File: config.mk
export PLATFORM = sky130hd
export DESIGN_NAME = kpd_top
export DESIGN_NICKNAME = d
export VERILOG_FILES = /design/src/kpd_pkg.sv /design/src/kpd_top.sv /design/src/kpd_scan.sv /design/src/kpd_debounce.sv
export SDC_FILE = /design/constraint.sdc
export NUM_CORES = 1
export LEC_CHECK = 0
export BUFFER_PORTS_ARGS = -buffer_cell sky130_fd_sc_hd__buf_2
export CAP_MARGIN = 5
export CELL_PAD_IN_SITES_DETAIL_PLACEMENT = 1
export CELL_PAD_IN_SITES_GLOBAL_PLACEMENT = 1
export CORE_MARGIN = 4
export CORE_UTILIZATION = 54
export DETAILED_ROUTE_END_ITERATION = 16
export PLACE_DENSITY_LB_ADDON = 0.1
export SKIP_LAST_GASP = 1
export SLEW_MARGIN = 20
export SYNTH_ARGS = -nofsm -noshare
export SYNTH_HDL_FRONTEND = slang
export SYNTH_HIERARCHICAL = 1
export SYNTH_SLANG_ARGS = --single-unit
File: constraint.sdc
create_clock -name clk -period 2.83 [get_ports clk]
set_input_delay 0.7075 -clock clk [delete_from_list [all_inputs] [get_ports clk]]
set_output_delay 0.7075 -clock clk [all_outputs]
set_load 0.1 [all_outputs]
File: src/kpd_pkg.sv
package kpd_pkg;

  // clock
  localparam int unsigned CLK_PERIOD_NS  = 4;

  // matrix geometry
  localparam int unsigned NUM_ROWS       = 4;
  localparam int unsigned NUM_COLS       = 4;
  localparam int unsigned NUM_KEYS       = NUM_ROWS * NUM_COLS;
  localparam int unsigned KEYS_PER_BYTE  = 8;

  // timing, least times rounded up to whole cycles
  localparam int unsigned DEB_TIME_NS    = 20000;
  localparam int unsigned DEB_CYCLES     = (DEB_TIME_NS + CLK_PERIOD_NS - 1) / CLK_PERIOD_NS;
  localparam int unsigned SETTLE_TIME_NS = 100;
  localparam int unsigned SETTLE_CYCLES  = (SETTLE_TIME_NS + CLK_PERIOD_NS - 1) / CLK_PERIOD_NS;

  typedef logic [7:0] kpd_addr_t;
  typedef logic [7:0] kpd_byte_t;

  // register offsets
  localparam kpd_addr_t ADDR_MAIN     = 8'h00;
  localparam kpd_addr_t ADDR_IRQ_EN   = 8'h01;
  localparam kpd_addr_t ADDR_BL_WAKE  = 8'h02;
  localparam kpd_addr_t ADDR_DAY_CUR  = 8'h05;
  localparam kpd_addr_t ADDR_PIN_MODE = 8'h11;
  localparam kpd_addr_t ADDR_PIN_FUNC = 8'h17;
  localparam kpd_addr_t ADDR_ROW_PU   = 8'h1F;
  localparam kpd_addr_t ADDR_PRESS_LO = 8'h20;
  localparam kpd_addr_t ADDR_PRESS_HI = 8'h21;
  localparam kpd_addr_t ADDR_REL_LO   = 8'h22;
  localparam kpd_addr_t ADDR_REL_HI   = 8'h23;
  localparam kpd_addr_t ADDR_STATE_LO = 8'h24;
  localparam kpd_addr_t ADDR_STATE_HI = 8'h25;

  // field positions
  localparam int unsigned MAIN_PRESS_BIT = 0;
  localparam int unsigned MAIN_REL_BIT   = 1;
  localparam int unsigned MAIN_BL_BIT    = 6;
  localparam int unsigned MAIN_RUN_BIT   = 7;
  localparam int unsigned MODE_KP_A_BIT  = 4;
  localparam int unsigned MODE_KP_B_BIT  = 5;
  localparam int unsigned WAKE_EN_BIT    = 0;
  localparam int unsigned FUNC_COL_LSB   = 4;

  // reset values and masks
  localparam kpd_byte_t RST_BYTE        = 8'h00;
  localparam kpd_byte_t MAIN_RW_MASK    = 8'hC0;
  localparam kpd_byte_t ZERO_BYTE       = 8'h00;
  localparam kpd_byte_t ALL_ONES_BYTE   = 8'hFF;

  typedef enum logic [1:0] {
    SC_OFF    = 2'h0,
    SC_DRIVE  = 2'h1,
    SC_SAMPLE = 2'h3,
    SC_NEXT   = 2'h2
  } kpd_scan_st_t;

endpackage

File: src/kpd_top.sv
`timescale 1ns/1ns
module kpd_top #(
  parameter int unsigned DEB_CYCLES    = kpd_pkg::DEB_CYCLES,
  parameter int unsigned SETTLE_CYCLES = kpd_pkg::SETTLE_CYCLES
) (
  // clock and reset
  input  wire logic                          clk,
  input  wire logic                          resetn,
  // register port
  input  wire logic                          reg_wr,
  input  wire logic                          reg_rd,
  input  wire kpd_pkg::kpd_addr_t            reg_addr,
  input  wire kpd_pkg::kpd_byte_t            reg_wdata,
  output kpd_pkg::kpd_byte_t                 reg_rdata,
  output logic                               reg_rvalid,
  // matrix pins
  input  wire logic [kpd_pkg::NUM_ROWS-1:0]  row_pin,
  output logic      [kpd_pkg::NUM_ROWS-1:0]  row_pullup_en,
  output logic      [kpd_pkg::NUM_COLS-1:0]  col_pin_o,
  output logic      [kpd_pkg::NUM_COLS-1:0]  col_pin_oe,
  // system
  output logic                               board_irq_line_n,
  output logic                               backlight_on,
  output kpd_pkg::kpd_byte_t                 daylight_max_current
);
  import kpd_pkg::*;

  kpd_byte_t            main_q;
  kpd_byte_t            main_d;
  kpd_byte_t            irq_en_q;
  kpd_byte_t            wake_q;
  kpd_byte_t            day_cur_q;
  kpd_byte_t            mode_q;
  kpd_byte_t            func_q;
  kpd_byte_t            pu_q;
  logic [NUM_KEYS-1:0]  press_q;
  logic [NUM_KEYS-1:0]  rel_q;
  logic [NUM_KEYS-1:0]  press_clr;
  logic [NUM_KEYS-1:0]  rel_clr;
  logic [NUM_KEYS-1:0]  key_raw;
  logic [NUM_KEYS-1:0]  key_state;
  logic [NUM_KEYS-1:0]  press_ev;
  logic [NUM_KEYS-1:0]  rel_ev;
  logic [NUM_ROWS-1:0]  row_use;
  logic [NUM_COLS-1:0]  col_use;
  logic [NUM_ROWS-1:0]  pu_out_q;
  kpd_byte_t            rdata_q;
  kpd_byte_t            rd_mux;
  logic                 rvalid_q;
  logic                 irq_n_q;
  logic                 kp3_on;
  logic                 run;
  logic                 press_any;
  logic                 rel_any;
  logic                 wake;
  logic                 wr_main;

  assign run       = main_q[MAIN_RUN_BIT];
  assign press_any = |press_ev;
  assign rel_any   = |rel_ev;
  assign wr_main   = reg_wr && reg_addr == ADDR_MAIN;

  // shared pins only go to the keypad with both mode bits set
  assign kp3_on  = mode_q[MODE_KP_A_BIT] & mode_q[MODE_KP_B_BIT];
  assign row_use = func_q[NUM_ROWS-1:0] & {kp3_on, {(NUM_ROWS-1){1'b1}}};
  assign col_use = func_q[FUNC_COL_LSB +: NUM_COLS] & {kp3_on, {(NUM_COLS-1){1'b1}}};

  // plain configuration registers
  always_ff @(posedge clk or negedge resetn) begin
    if (!resetn) begin
      irq_en_q <= RST_BYTE;
    end else if (reg_wr && reg_addr == ADDR_IRQ_EN) begin
      irq_en_q <= reg_wdata;
    end
  end

  always_ff @(posedge clk or negedge resetn) begin
    if (!resetn) begin
      wake_q <= RST_BYTE;
    end else if (reg_wr && reg_addr == ADDR_BL_WAKE) begin
      wake_q <= reg_wdata;
    end
  end

  always_ff @(posedge clk or negedge resetn) begin
    if (!resetn) begin
      day_cur_q <= RST_BYTE;
    end else if (reg_wr && reg_addr == ADDR_DAY_CUR) begin
      day_cur_q <= reg_wdata;
    end
  end

  always_ff @(posedge clk or negedge resetn) begin
    if (!resetn) begin
      mode_q <= RST_BYTE;
    end else if (reg_wr && reg_addr == ADDR_PIN_MODE) begin
      mode_q <= reg_wdata;
    end
  end

  always_ff @(posedge clk or negedge resetn) begin
    if (!resetn) begin
      func_q <= RST_BYTE;
    end else if (reg_wr && reg_addr == ADDR_PIN_FUNC) begin
      func_q <= reg_wdata;
    end
  end

  always_ff @(posedge clk or negedge resetn) begin
    if (!resetn) begin
      pu_q <= RST_BYTE;
    end else if (reg_wr && reg_addr == ADDR_ROW_PU) begin
      pu_q <= reg_wdata;
    end
  end

  always_ff @(posedge clk or negedge resetn) begin
    if (!resetn) begin
      pu_out_q <= '0;
    end else begin
      pu_out_q <= pu_q[NUM_ROWS-1:0];
    end
  end

  // wake only from a first press; a set press master blocks it until cleared
  assign wake = press_any & wake_q[WAKE_EN_BIT] & ~main_q[MAIN_PRESS_BIT];

  always_comb begin
    main_d = main_q;
    if (wr_main) begin
      main_d = (main_q & ~MAIN_RW_MASK) | (reg_wdata & MAIN_RW_MASK);
      main_d[MAIN_PRESS_BIT] = main_q[MAIN_PRESS_BIT] & ~reg_wdata[MAIN_PRESS_BIT];
      main_d[MAIN_REL_BIT]   = main_q[MAIN_REL_BIT] & ~reg_wdata[MAIN_REL_BIT];
    end
    // events win over a clear in the same cycle
    if (press_any) begin
      main_d[MAIN_PRESS_BIT] = 1'b1;
    end
    if (rel_any) begin
      main_d[MAIN_REL_BIT] = 1'b1;
    end
    if (wake) begin
      main_d[MAIN_BL_BIT] = 1'b1;
    end
  end

  always_ff @(posedge clk or negedge resetn) begin
    if (!resetn) begin
      main_q <= RST_BYTE;
    end else begin
      main_q <= main_d;
    end
  end

  // clear on read per byte; a new edge in the same cycle survives
  assign press_clr = {(reg_rd && reg_addr == ADDR_PRESS_HI) ? ALL_ONES_BYTE : ZERO_BYTE,
                      (reg_rd && reg_addr == ADDR_PRESS_LO) ? ALL_ONES_BYTE : ZERO_BYTE};
  assign rel_clr   = {(reg_rd && reg_addr == ADDR_REL_HI) ? ALL_ONES_BYTE : ZERO_BYTE,
                      (reg_rd && reg_addr == ADDR_REL_LO) ? ALL_ONES_BYTE : ZERO_BYTE};

  always_ff @(posedge clk or negedge resetn) begin
    if (!resetn) begin
      press_q <= '0;
    end else begin
      press_q <= (press_q & ~press_clr) | press_ev;
    end
  end

  always_ff @(posedge clk or negedge resetn) begin
    if (!resetn) begin
      rel_q <= '0;
    end else begin
      rel_q <= (rel_q & ~rel_clr) | rel_ev;
    end
  end

  // read data; unmapped offsets read zero
  always_comb begin
    case (reg_addr)
      ADDR_MAIN:     rd_mux = main_q;
      ADDR_IRQ_EN:   rd_mux = irq_en_q;
      ADDR_BL_WAKE:  rd_mux = wake_q;
      ADDR_DAY_CUR:  rd_mux = day_cur_q;
      ADDR_PIN_MODE: rd_mux = mode_q;
      ADDR_PIN_FUNC: rd_mux = func_q;
      ADDR_ROW_PU:   rd_mux = pu_q;
      ADDR_PRESS_LO: rd_mux = press_q[0 +: KEYS_PER_BYTE];
      ADDR_PRESS_HI: rd_mux = press_q[KEYS_PER_BYTE +: KEYS_PER_BYTE];
      ADDR_REL_LO:   rd_mux = rel_q[0 +: KEYS_PER_BYTE];
      ADDR_REL_HI:   rd_mux = rel_q[KEYS_PER_BYTE +: KEYS_PER_BYTE];
      ADDR_STATE_LO: rd_mux = key_state[0 +: KEYS_PER_BYTE];
      ADDR_STATE_HI: rd_mux = key_state[KEYS_PER_BYTE +: KEYS_PER_BYTE];
      default:       rd_mux = ZERO_BYTE;
    endcase
  end

  always_ff @(posedge clk or negedge resetn) begin
    if (!resetn) begin
      rdata_q  <= RST_BYTE;
      rvalid_q <= 1'b0;
    end else begin
      rvalid_q <= reg_rd;
      if (reg_rd) begin
        rdata_q <= rd_mux;
      end
    end
  end

  // level output; goes high once every enabled master bit is cleared
  always_ff @(posedge clk or negedge resetn) begin
    if (!resetn) begin
      irq_n_q <= 1'b1;
    end else begin
      irq_n_q <= ~((main_q[MAIN_PRESS_BIT] & irq_en_q[MAIN_PRESS_BIT]) |
                   (main_q[MAIN_REL_BIT] & irq_en_q[MAIN_REL_BIT]));
    end
  end

  kpd_scan #(
    .SETTLE     (SETTLE_CYCLES)
  ) u_scan (
    .clk        (clk),
    .resetn     (resetn),
    .scan_en    (run),
    .row_use    (row_use),
    .col_use    (col_use),
    .row_pin    (row_pin),
    .col_pin_o  (col_pin_o),
    .col_pin_oe (col_pin_oe),
    .key_raw    (key_raw)
  );

  kpd_debounce #(
    .N        (NUM_KEYS),
    .DEB      (DEB_CYCLES)
  ) u_deb (
    .clk      (clk),
    .resetn   (resetn),
    .raw      (key_raw),
    .stable   (key_state),
    .press_ev (press_ev),
    .rel_ev   (rel_ev)
  );

  assign reg_rdata            = rdata_q;
  assign reg_rvalid           = rvalid_q;
  assign row_pullup_en        = pu_out_q;
  assign board_irq_line_n     = irq_n_q;
  assign backlight_on         = main_q[MAIN_BL_BIT];
  assign daylight_max_current = day_cur_q;
endmodule

File: src/kpd_scan.sv
`timescale 1ns/1ns
module kpd_scan #(
  parameter int unsigned SETTLE = kpd_pkg::SETTLE_CYCLES
) (
  // clock and reset
  input  wire logic                          clk,
  input  wire logic                          resetn,
  // control
  input  wire logic                          scan_en,
  input  wire logic [kpd_pkg::NUM_ROWS-1:0]  row_use,
  input  wire logic [kpd_pkg::NUM_COLS-1:0]  col_use,
  // matrix pins
  input  wire logic [kpd_pkg::NUM_ROWS-1:0]  row_pin,
  output logic      [kpd_pkg::NUM_COLS-1:0]  col_pin_o,
  output logic      [kpd_pkg::NUM_COLS-1:0]  col_pin_oe,
  // result
  output logic      [kpd_pkg::NUM_KEYS-1:0]  key_raw
);
  import kpd_pkg::*;

  localparam int unsigned WW = $clog2(SETTLE + 1);

  kpd_scan_st_t             state_q;
  logic [1:0]               col_q;
  logic [WW-1:0]            wait_q;
  logic [NUM_KEYS-1:0]      acc_q;
  logic [NUM_KEYS-1:0]      key_raw_q;
  logic [NUM_COLS-1:0]      col_oe_q;

  always_ff @(posedge clk or negedge resetn) begin
    if (!resetn) begin
      state_q <= SC_OFF;
      col_q   <= '0;
      wait_q  <= '0;
    end else if (!scan_en) begin
      state_q <= SC_OFF;
      col_q   <= '0;
      wait_q  <= '0;
    end else begin
      case (state_q)
        SC_OFF: begin
          state_q <= SC_DRIVE;
        end
        SC_DRIVE: begin
          // rows need time to pull back up after a column change
          if (wait_q == WW'(SETTLE - 1)) begin
            wait_q  <= '0;
            state_q <= SC_SAMPLE;
          end else begin
            wait_q <= wait_q + WW'(1);
          end
        end
        SC_SAMPLE: begin
          state_q <= SC_NEXT;
        end
        SC_NEXT: begin
          col_q   <= col_q + 2'h1;
          state_q <= SC_DRIVE;
        end
        default: begin
          state_q <= SC_OFF;
        end
      endcase
    end
  end

  // one column low at a time, only columns given to the keypad
  always_ff @(posedge clk or negedge resetn) begin
    if (!resetn) begin
      col_oe_q <= '0;
    end else if (scan_en && state_q != SC_OFF) begin
      col_oe_q <= NUM_COLS'(4'h1 << col_q) & col_use;
    end else begin
      col_oe_q <= '0;
    end
  end

  // a pressed key pulls its row low through the driven column
  // one register per row so no two processes share a driven vector
  for (genvar r = 0; r < NUM_ROWS; r++) begin : g_row
    logic [NUM_COLS-1:0] hit_q;
    always_ff @(posedge clk or negedge resetn) begin
      if (!resetn) begin
        hit_q <= '0;
      end else if (state_q == SC_SAMPLE) begin
        hit_q[col_q] <= row_use[r] & col_use[col_q] & ~row_pin[r];
      end
    end
    assign acc_q[r*NUM_COLS +: NUM_COLS] = hit_q;
  end

  // publish only whole sweeps so keys never see half a frame
  always_ff @(posedge clk or negedge resetn) begin
    if (!resetn) begin
      key_raw_q <= '0;
    end else if (state_q == SC_NEXT && col_q == 2'(NUM_COLS - 1)) begin
      key_raw_q <= acc_q;
    end
  end

  assign col_pin_o  = '0;
  assign col_pin_oe = col_oe_q;
  assign key_raw    = key_raw_q;

endmodule

File: src/kpd_debounce.sv
`timescale 1ns/1ns
module kpd_debounce #(
  parameter int unsigned N   = kpd_pkg::NUM_KEYS,
  parameter int unsigned DEB = kpd_pkg::DEB_CYCLES
) (
  // clock and reset
  input  wire logic          clk,
  input  wire logic          resetn,
  // keys
  input  wire logic [N-1:0]  raw,
  output logic      [N-1:0]  stable,
  output logic      [N-1:0]  press_ev,
  output logic      [N-1:0]  rel_ev
);
  localparam int unsigned CW = $clog2(DEB + 1);

  for (genvar k = 0; k < N; k++) begin : g_key
    logic [CW-1:0] cnt_q;
    logic          st_q;
    logic          pr_q;
    logic          rl_q;
    // a key must hold its new level for the full time before it counts
    always_ff @(posedge clk or negedge resetn) begin
      if (!resetn) begin
        cnt_q <= '0;
        st_q  <= 1'b0;
        pr_q  <= 1'b0;
        rl_q  <= 1'b0;
      end else begin
        pr_q <= 1'b0;
        rl_q <= 1'b0;
        if (raw[k] == st_q) begin
          cnt_q <= '0;
        end else if (cnt_q == CW'(DEB - 1)) begin
          cnt_q <= '0;
          st_q  <= raw[k];
          pr_q  <= raw[k];
          rl_q  <= ~raw[k];
        end else begin
          cnt_q <= cnt_q + CW'(1);
        end
      end
    end
    assign stable[k]   = st_q;
    assign press_ev[k] = pr_q;
    assign rel_ev[k]   = rl_q;
  end

endmodule

Yosys cells after proc, flatten, opt, wreduce, memory -nomap -nowiden
Index checks and enable logic that the tools add are counted.

Shift operators: 1. Multiplexer cells: 122. Bitwise operators: 66. Add/sub/neg operators: 18. Equality and inequality tests: 52. Magnitude comparators: 2. Reduce and logical (&&, ||, !) cells: 39.

Operator list (number): $mux W13 (32); $add A13 B1 Y13 const B (16); $eq A13 B13 Y1 const B (16); $pmux W8 S13 (1); $mux W1 (69); $eq A8 B6 Y1 const B (6); $not A1 Y1 (40); $and A16 B16 Y16 (2); $mux W8 (4); $not A16 Y16 (2); $or A16 B16 Y16 (2); $reduce_and A2 Y1 (16); $reduce_or A16 Y1 (2); $eq A8 B5 Y1 const B (3); $bwmux W4 (4); $eq A1 B1 Y1 (16); $and A1 B1 Y1 (15); $mux W5 (3); $logic_and A1 B1 Y1 (14); $and A4 B4 Y4 (3); $eq A8 B1 Y1 const B (1); $eq A8 B2 Y1 const B (1); $eq A8 B3 Y1 const B (1); $logic_not A8 Y1 (1); other kinds (21) (30).

Bits of input ports: 24. Flip-flop bits (word level): 403. Logic and storage cells: 389.

Longest topological paths before layout
Depth in word-level cells: 7. Depth in mapped cells: 8.

Cells and area by module
The synthesis kept the hierarchy.

Modules (own cells, without submodules): kpd_debounce (area each 12045.3 µm², times used 1, cells each 1155, sequential area each 6406.1 µm²); kpd_top (area each 4754.6 µm², times used 1, cells each 402, sequential area each 2453.6 µm²); kpd_scan (area each 2015.7 µm², times used 1, cells each 170, sequential area each 1126.1 µm²).

Worst setup path after synthesis
OpenSTA, ideal clock, no wires.

Kind: in2reg. Start: in reg_addr[2]. End: reg rdata_q[0], in the netlist reg_rdata[0]. Data arrival time: 2.037 ns. Slack: 0.663 ns. Stages on the path: 7. Cell sequence: buf_2 > buf_2 > mux2_2 > a32oi_1 > nand2_1 > a2111oi_0 > o2bb2ai_1.

Longest elaborated chain between the ends: 2.

RTL lines: start, declared (line kpd_top.sv:12) `input wire kpd_pkg::kpd_addr_t reg_addr,`; $eq A8 B6 Y1, or another cell as far along (line kpd_top.sv:179) `case (reg_addr)`; $pmux W8 S13 * (line kpd_top.sv:179); end signal, assigned (line kpd_top.sv:204) `rdata_q <= rd_mux;`; end, declared (line kpd_top.sv:47) `kpd_byte_t rdata_q;`.

Mark *: on every way between the ends. The rest lies on a longest branch, timed or not. A chain may end at the register's enable or synchronous reset.

Worst setup path in the final report
Start: reg irq_n_q, in the netlist board_irq_line_n. End: out board_irq_line_n.

RTL lines: start, declared (line kpd_top.sv:50) `logic irq_n_q;`; start signal, assigned (line kpd_top.sv:214) `irq_n_q <= ~((main_q[MAIN_PRESS_BIT] & irq_en_q[MAIN_PRESS_BIT]) |`; end, declared (line kpd_top.sv:22) `output logic board_irq_line_n,`.

No word-level cell between the ends.

==> impl_metrics.yaml <==
die:
  dieHeight_microns: 195
  io_pins: 55
  die_w_microns: 195
  core-area_sq_mm: 0.0345
  rows: 68
  die_area_sq_mm: 0.0379
  start_util_pct: 54.6
timing:
  setup_viol: 0
  finalSetupTns_ns: 0
  fmax_ghz: 0.452
  maxSlewHeadroom_pct: 55.4
  rsz0062_at_grt: "false"
  slew_viol_final: 0
  setup_slack_ns: 0.620
  worst_pin_slew_ns: 0.664
  fin_crit_sh_pct: 78.1
  finClkSkew_ns: 0.0297
  period_needed_ns: 2.21
  final_hold_viol_count: 0
final_layout:
  area_growth_pct: 9.83
  multi_input_area_sq_mm: 0.00798
  fillers: 3631
  ff_latch_area_sq_mm: 0.00999
  fin_area_sq_mm: 0.0207
  fin_util_pct: 60.0
  drive_gt1_share_pct: 15.5
  diodes: 0
  layout.nets: 1798
placement:
  routabilityCongestion: 0.878
  io_buffers: 50
  dp_hpwl_mm: 31.0
  place_ws_ns: 0.369
  placed_area_sq_mm: 0.0192
global_routing:
  grt_pass1_vias: 14028
  grt.total_usage_pct: 24.4
  grt_pass1_wl_mm: 75.9
  grt_overflow_total: 0
  antenna_found_initial: 0
  grt_max_degree: 93
worst_setup_path:
  reg2reg_slack_ns: 0.66
  critical_path_class: "register to primary output"
  cp_max_fo: 1
  required_ns: 2.12
  cp-end-kind: "primary output"
  slowest_delay_ns: 0.51
  worst-path-stages: 1
  cp.arrival_ns: 1.50
  reg2reg_depth: 4
  cp_slowest_cell: "dfstp_2"
  worst-path-buf-inv: 1
  startpoint_type: "register"
  critPathTopFamily: "flip-flops"
  cp_cell_sequence: "buf_2"
clock_tree:
  cts_resized: 0
  numCtsBuffers: 45
  root_buffer: "clkbuf_16"
  htreeDepth: 2
  cts_tree: "done"
  ctsHoldBuffers: 1
  postCtsSetupRepairBufs: 0
  cts_sinks: 399
  clk_pin_slew_ns: 0.05
  ctsLongestPathBuffers: 3
  insertion_delay_ns: 0.58
routing:
  wl_per_cell_microns: 20.4
  finalWirelength_mm: 45.8
  postRouteAntennaNets: 0
  routed_via_density: 5.76
  dr.pass1.iters: 5
  drt_iter0_drc: 712
  vias: 12915
  drcViolationCount: 0
yosys:
  yosys_warnings: 6
  async_flop_share_pct: 100
  synth_cell_types: 76
  synth_edf_count: 0
  netlist_area_sq_mm: 0.0188
  syn_inst: 1727
  synth_area_per_cell_sq_um: 10.9
  synth-seq-cells: 399
  synth_ff_type: "dfrtp_1"
  yosysSeqAreaShare_pct: 53.1
hold_path:
  hp-class: "input pin to register"
  hold_depth: 1
power:
  worst_ir_drop_vdd_mv: 0.490
  p_leak_uw: 0.00917
  power.density_mw_per_mm2: 587
flow_run:
  max-cap-violations: 0
status:
  status: "finished, final reports clean"
==> worst reg2reg max path, delay by kind of cell, from the launching register on <==
kind,cells,cell delay (ns)
DFF,1,0.40
and+or+nand+nor,4,1.63
==> power breakdown <==
part           total, uW  internal, uW  switching, uW
Combinational        432          97.6            334
Clock               5910          3530           2380
Sequential          5780          5750           34.7
Total              12100          9370           2750
==> cells in the mapped netlist (4+ instances only) <==
master	n	area, sq um
a21o_1	34	255
a21oi_1	16	80.1
a22oi_1	13	97.6
a2bb2oi_1	4	35.0
a31oi_1	18	113
and2_1	14	87.6
and3_1	29	181
and3_2	4	30.0
buf_2	12	60.1
buf_4	62	465
buf_6	9	101
clkbuf_1	9	33.8
dfrtp_1	398	9960
ha_1	22	275
inv_1	46	173
mux2_2	77	867
mux2_4	22	330
mux2i_1	11	110
nand2_1	97	364
nand2_2	6	37.5
nand3_1	55	275
nand3b_1	7	52.6
nand4_1	60	375
nor2_1	264	991
nor3_1	60	300
nor3b_1	34	255
nor4_1	31	194
nor4b_1	4	35.0
o21ai_0	4	20.0
o221ai_1	4	35.0
o22ai_1	4	25.0
o2bb2ai_1	4	35.0
or3_1	18	113
or4_4	12	135
or4b_1	12	120
xnor2_1	133	1160
xor2_1	60	526
==> routing by layer <==
metal	wire length (microns)	global-route usage, %	share of wire [%]	vias to the layer above
met3	1500	3.71	3.3	82
met5	0	0	0	-
li1	-	-	-	5992
met1	20500	33.3	45	6648
met2	22500	41.0	49	193
met4	1300	7.21	2.8	0
==> worst paths after layout <==
path / startpoint / end
setup / recovery: board_irq_line_n$_DFF_PN1_ / board_irq_line_n
hold / removal: reg_rd / reg_rvalid$_DFF_PN0_
setup reg to reg: u_deb/g_key[0].cnt_q[10]$_DFF_PN0_ / u_deb/g_key[0].cnt_q[9]$_DFF_PN0_
hold reg to reg: pu_q[2]$_DFFE_PN0P_ / row_pullup_en[2]$_DFF_PN0_
max in group asynchronous: resetn / u_deb/g_key[8].cnt_q[5]$_DFF_PN0_
min in group asynchronous: resetn / u_deb/g_key[13].st_q$_DFFE_PN0P_
==> registers in the layout, indices dropped and copies added, names as in the netlist, 5 cells and up <==
name                  cells
daylight_max_current      8
func_q                    8
irq_en_q                  8
mode_q                    8
press_q                  16
pu_q                      8
reg_rdata                 8
rel_q                    16
u_deb/g_key.cnt_q       208
u_deb/g_key.pr_q         16
u_deb/g_key.rl_q         16
u_deb/g_key.st_q         16
u_scan/g_row.hit_q       16
u_scan/key_raw           16
u_scan/wait_q             5
wake_q                    8
==> cells by family (layout without fill, tap and decap cells) <==
logic type / count (synthesis) / after routing / share of synthesized area, %
adders and majority gates: 22 / 22 / 1.46
and+or+nand+nor: 736 / 736 / 20.3
other: 1 / 4 / 0.0199
buffers and inverters: 144 / 200 / 4.56
muxes: 110 / 110 / 6.95
AOI/OAI and AO/OA: 122 / 122 / 4.67
DFF: 399 / 399 / 53.1
xor gates and xnor gates: 193 / 193 / 8.98
==> cell usage in the layout (no fill, tap or decap), types with 12 or more instances in the layout <==
master	netlist	layout
a22oi_1	13	13
or4_4	12	12
inv_1	46	46
nor2_1	264	264
or4b_1	12	12
a31oi_1	18	18
and3_1	29	29
dfrtp_1	398	398
clkbuf_16	0	45
and2_1	14	14
xnor2_1	133	133
nand2_1	97	97
mux2_2	77	77
or3_1	18	18
xor2_1	60	60
nor3b_1	34	34
nor4_1	31	31
buf_2	12	49
buf_4	62	16
mux2_4	22	22
nor3_1	60	60
a21oi_1	16	16
nand3_1	55	55
a21o_1	34	34
nand4_1	60	60
ha_1	22	22
==> layout make-up <==
class                      count  share of cell area (%)
multi-input combinational   1187                    38.6
tap                          455                    2.75
clock inverter                20                    1.24
inverter                      49                   0.890
clock buffer                  61                    5.98
sequential                   399                    48.3
timing repair buffer          70                    2.18
==> stage by stage <==
stage / total power [uW] / cells / hold WS [ns]
final: 12100 / 2241 / 0.305
after global routing: 12600 / 2241 / 0.279
after CTS: 12300 / 2241 / 0.275
after detailed placement: 6310 / 2159 / 0.421
after global placement: 6300 / 2159 / 0.421
after floorplan: 6090 / 1730 / 0.364
No activity file was read; power rests on OpenSTA's default activity.
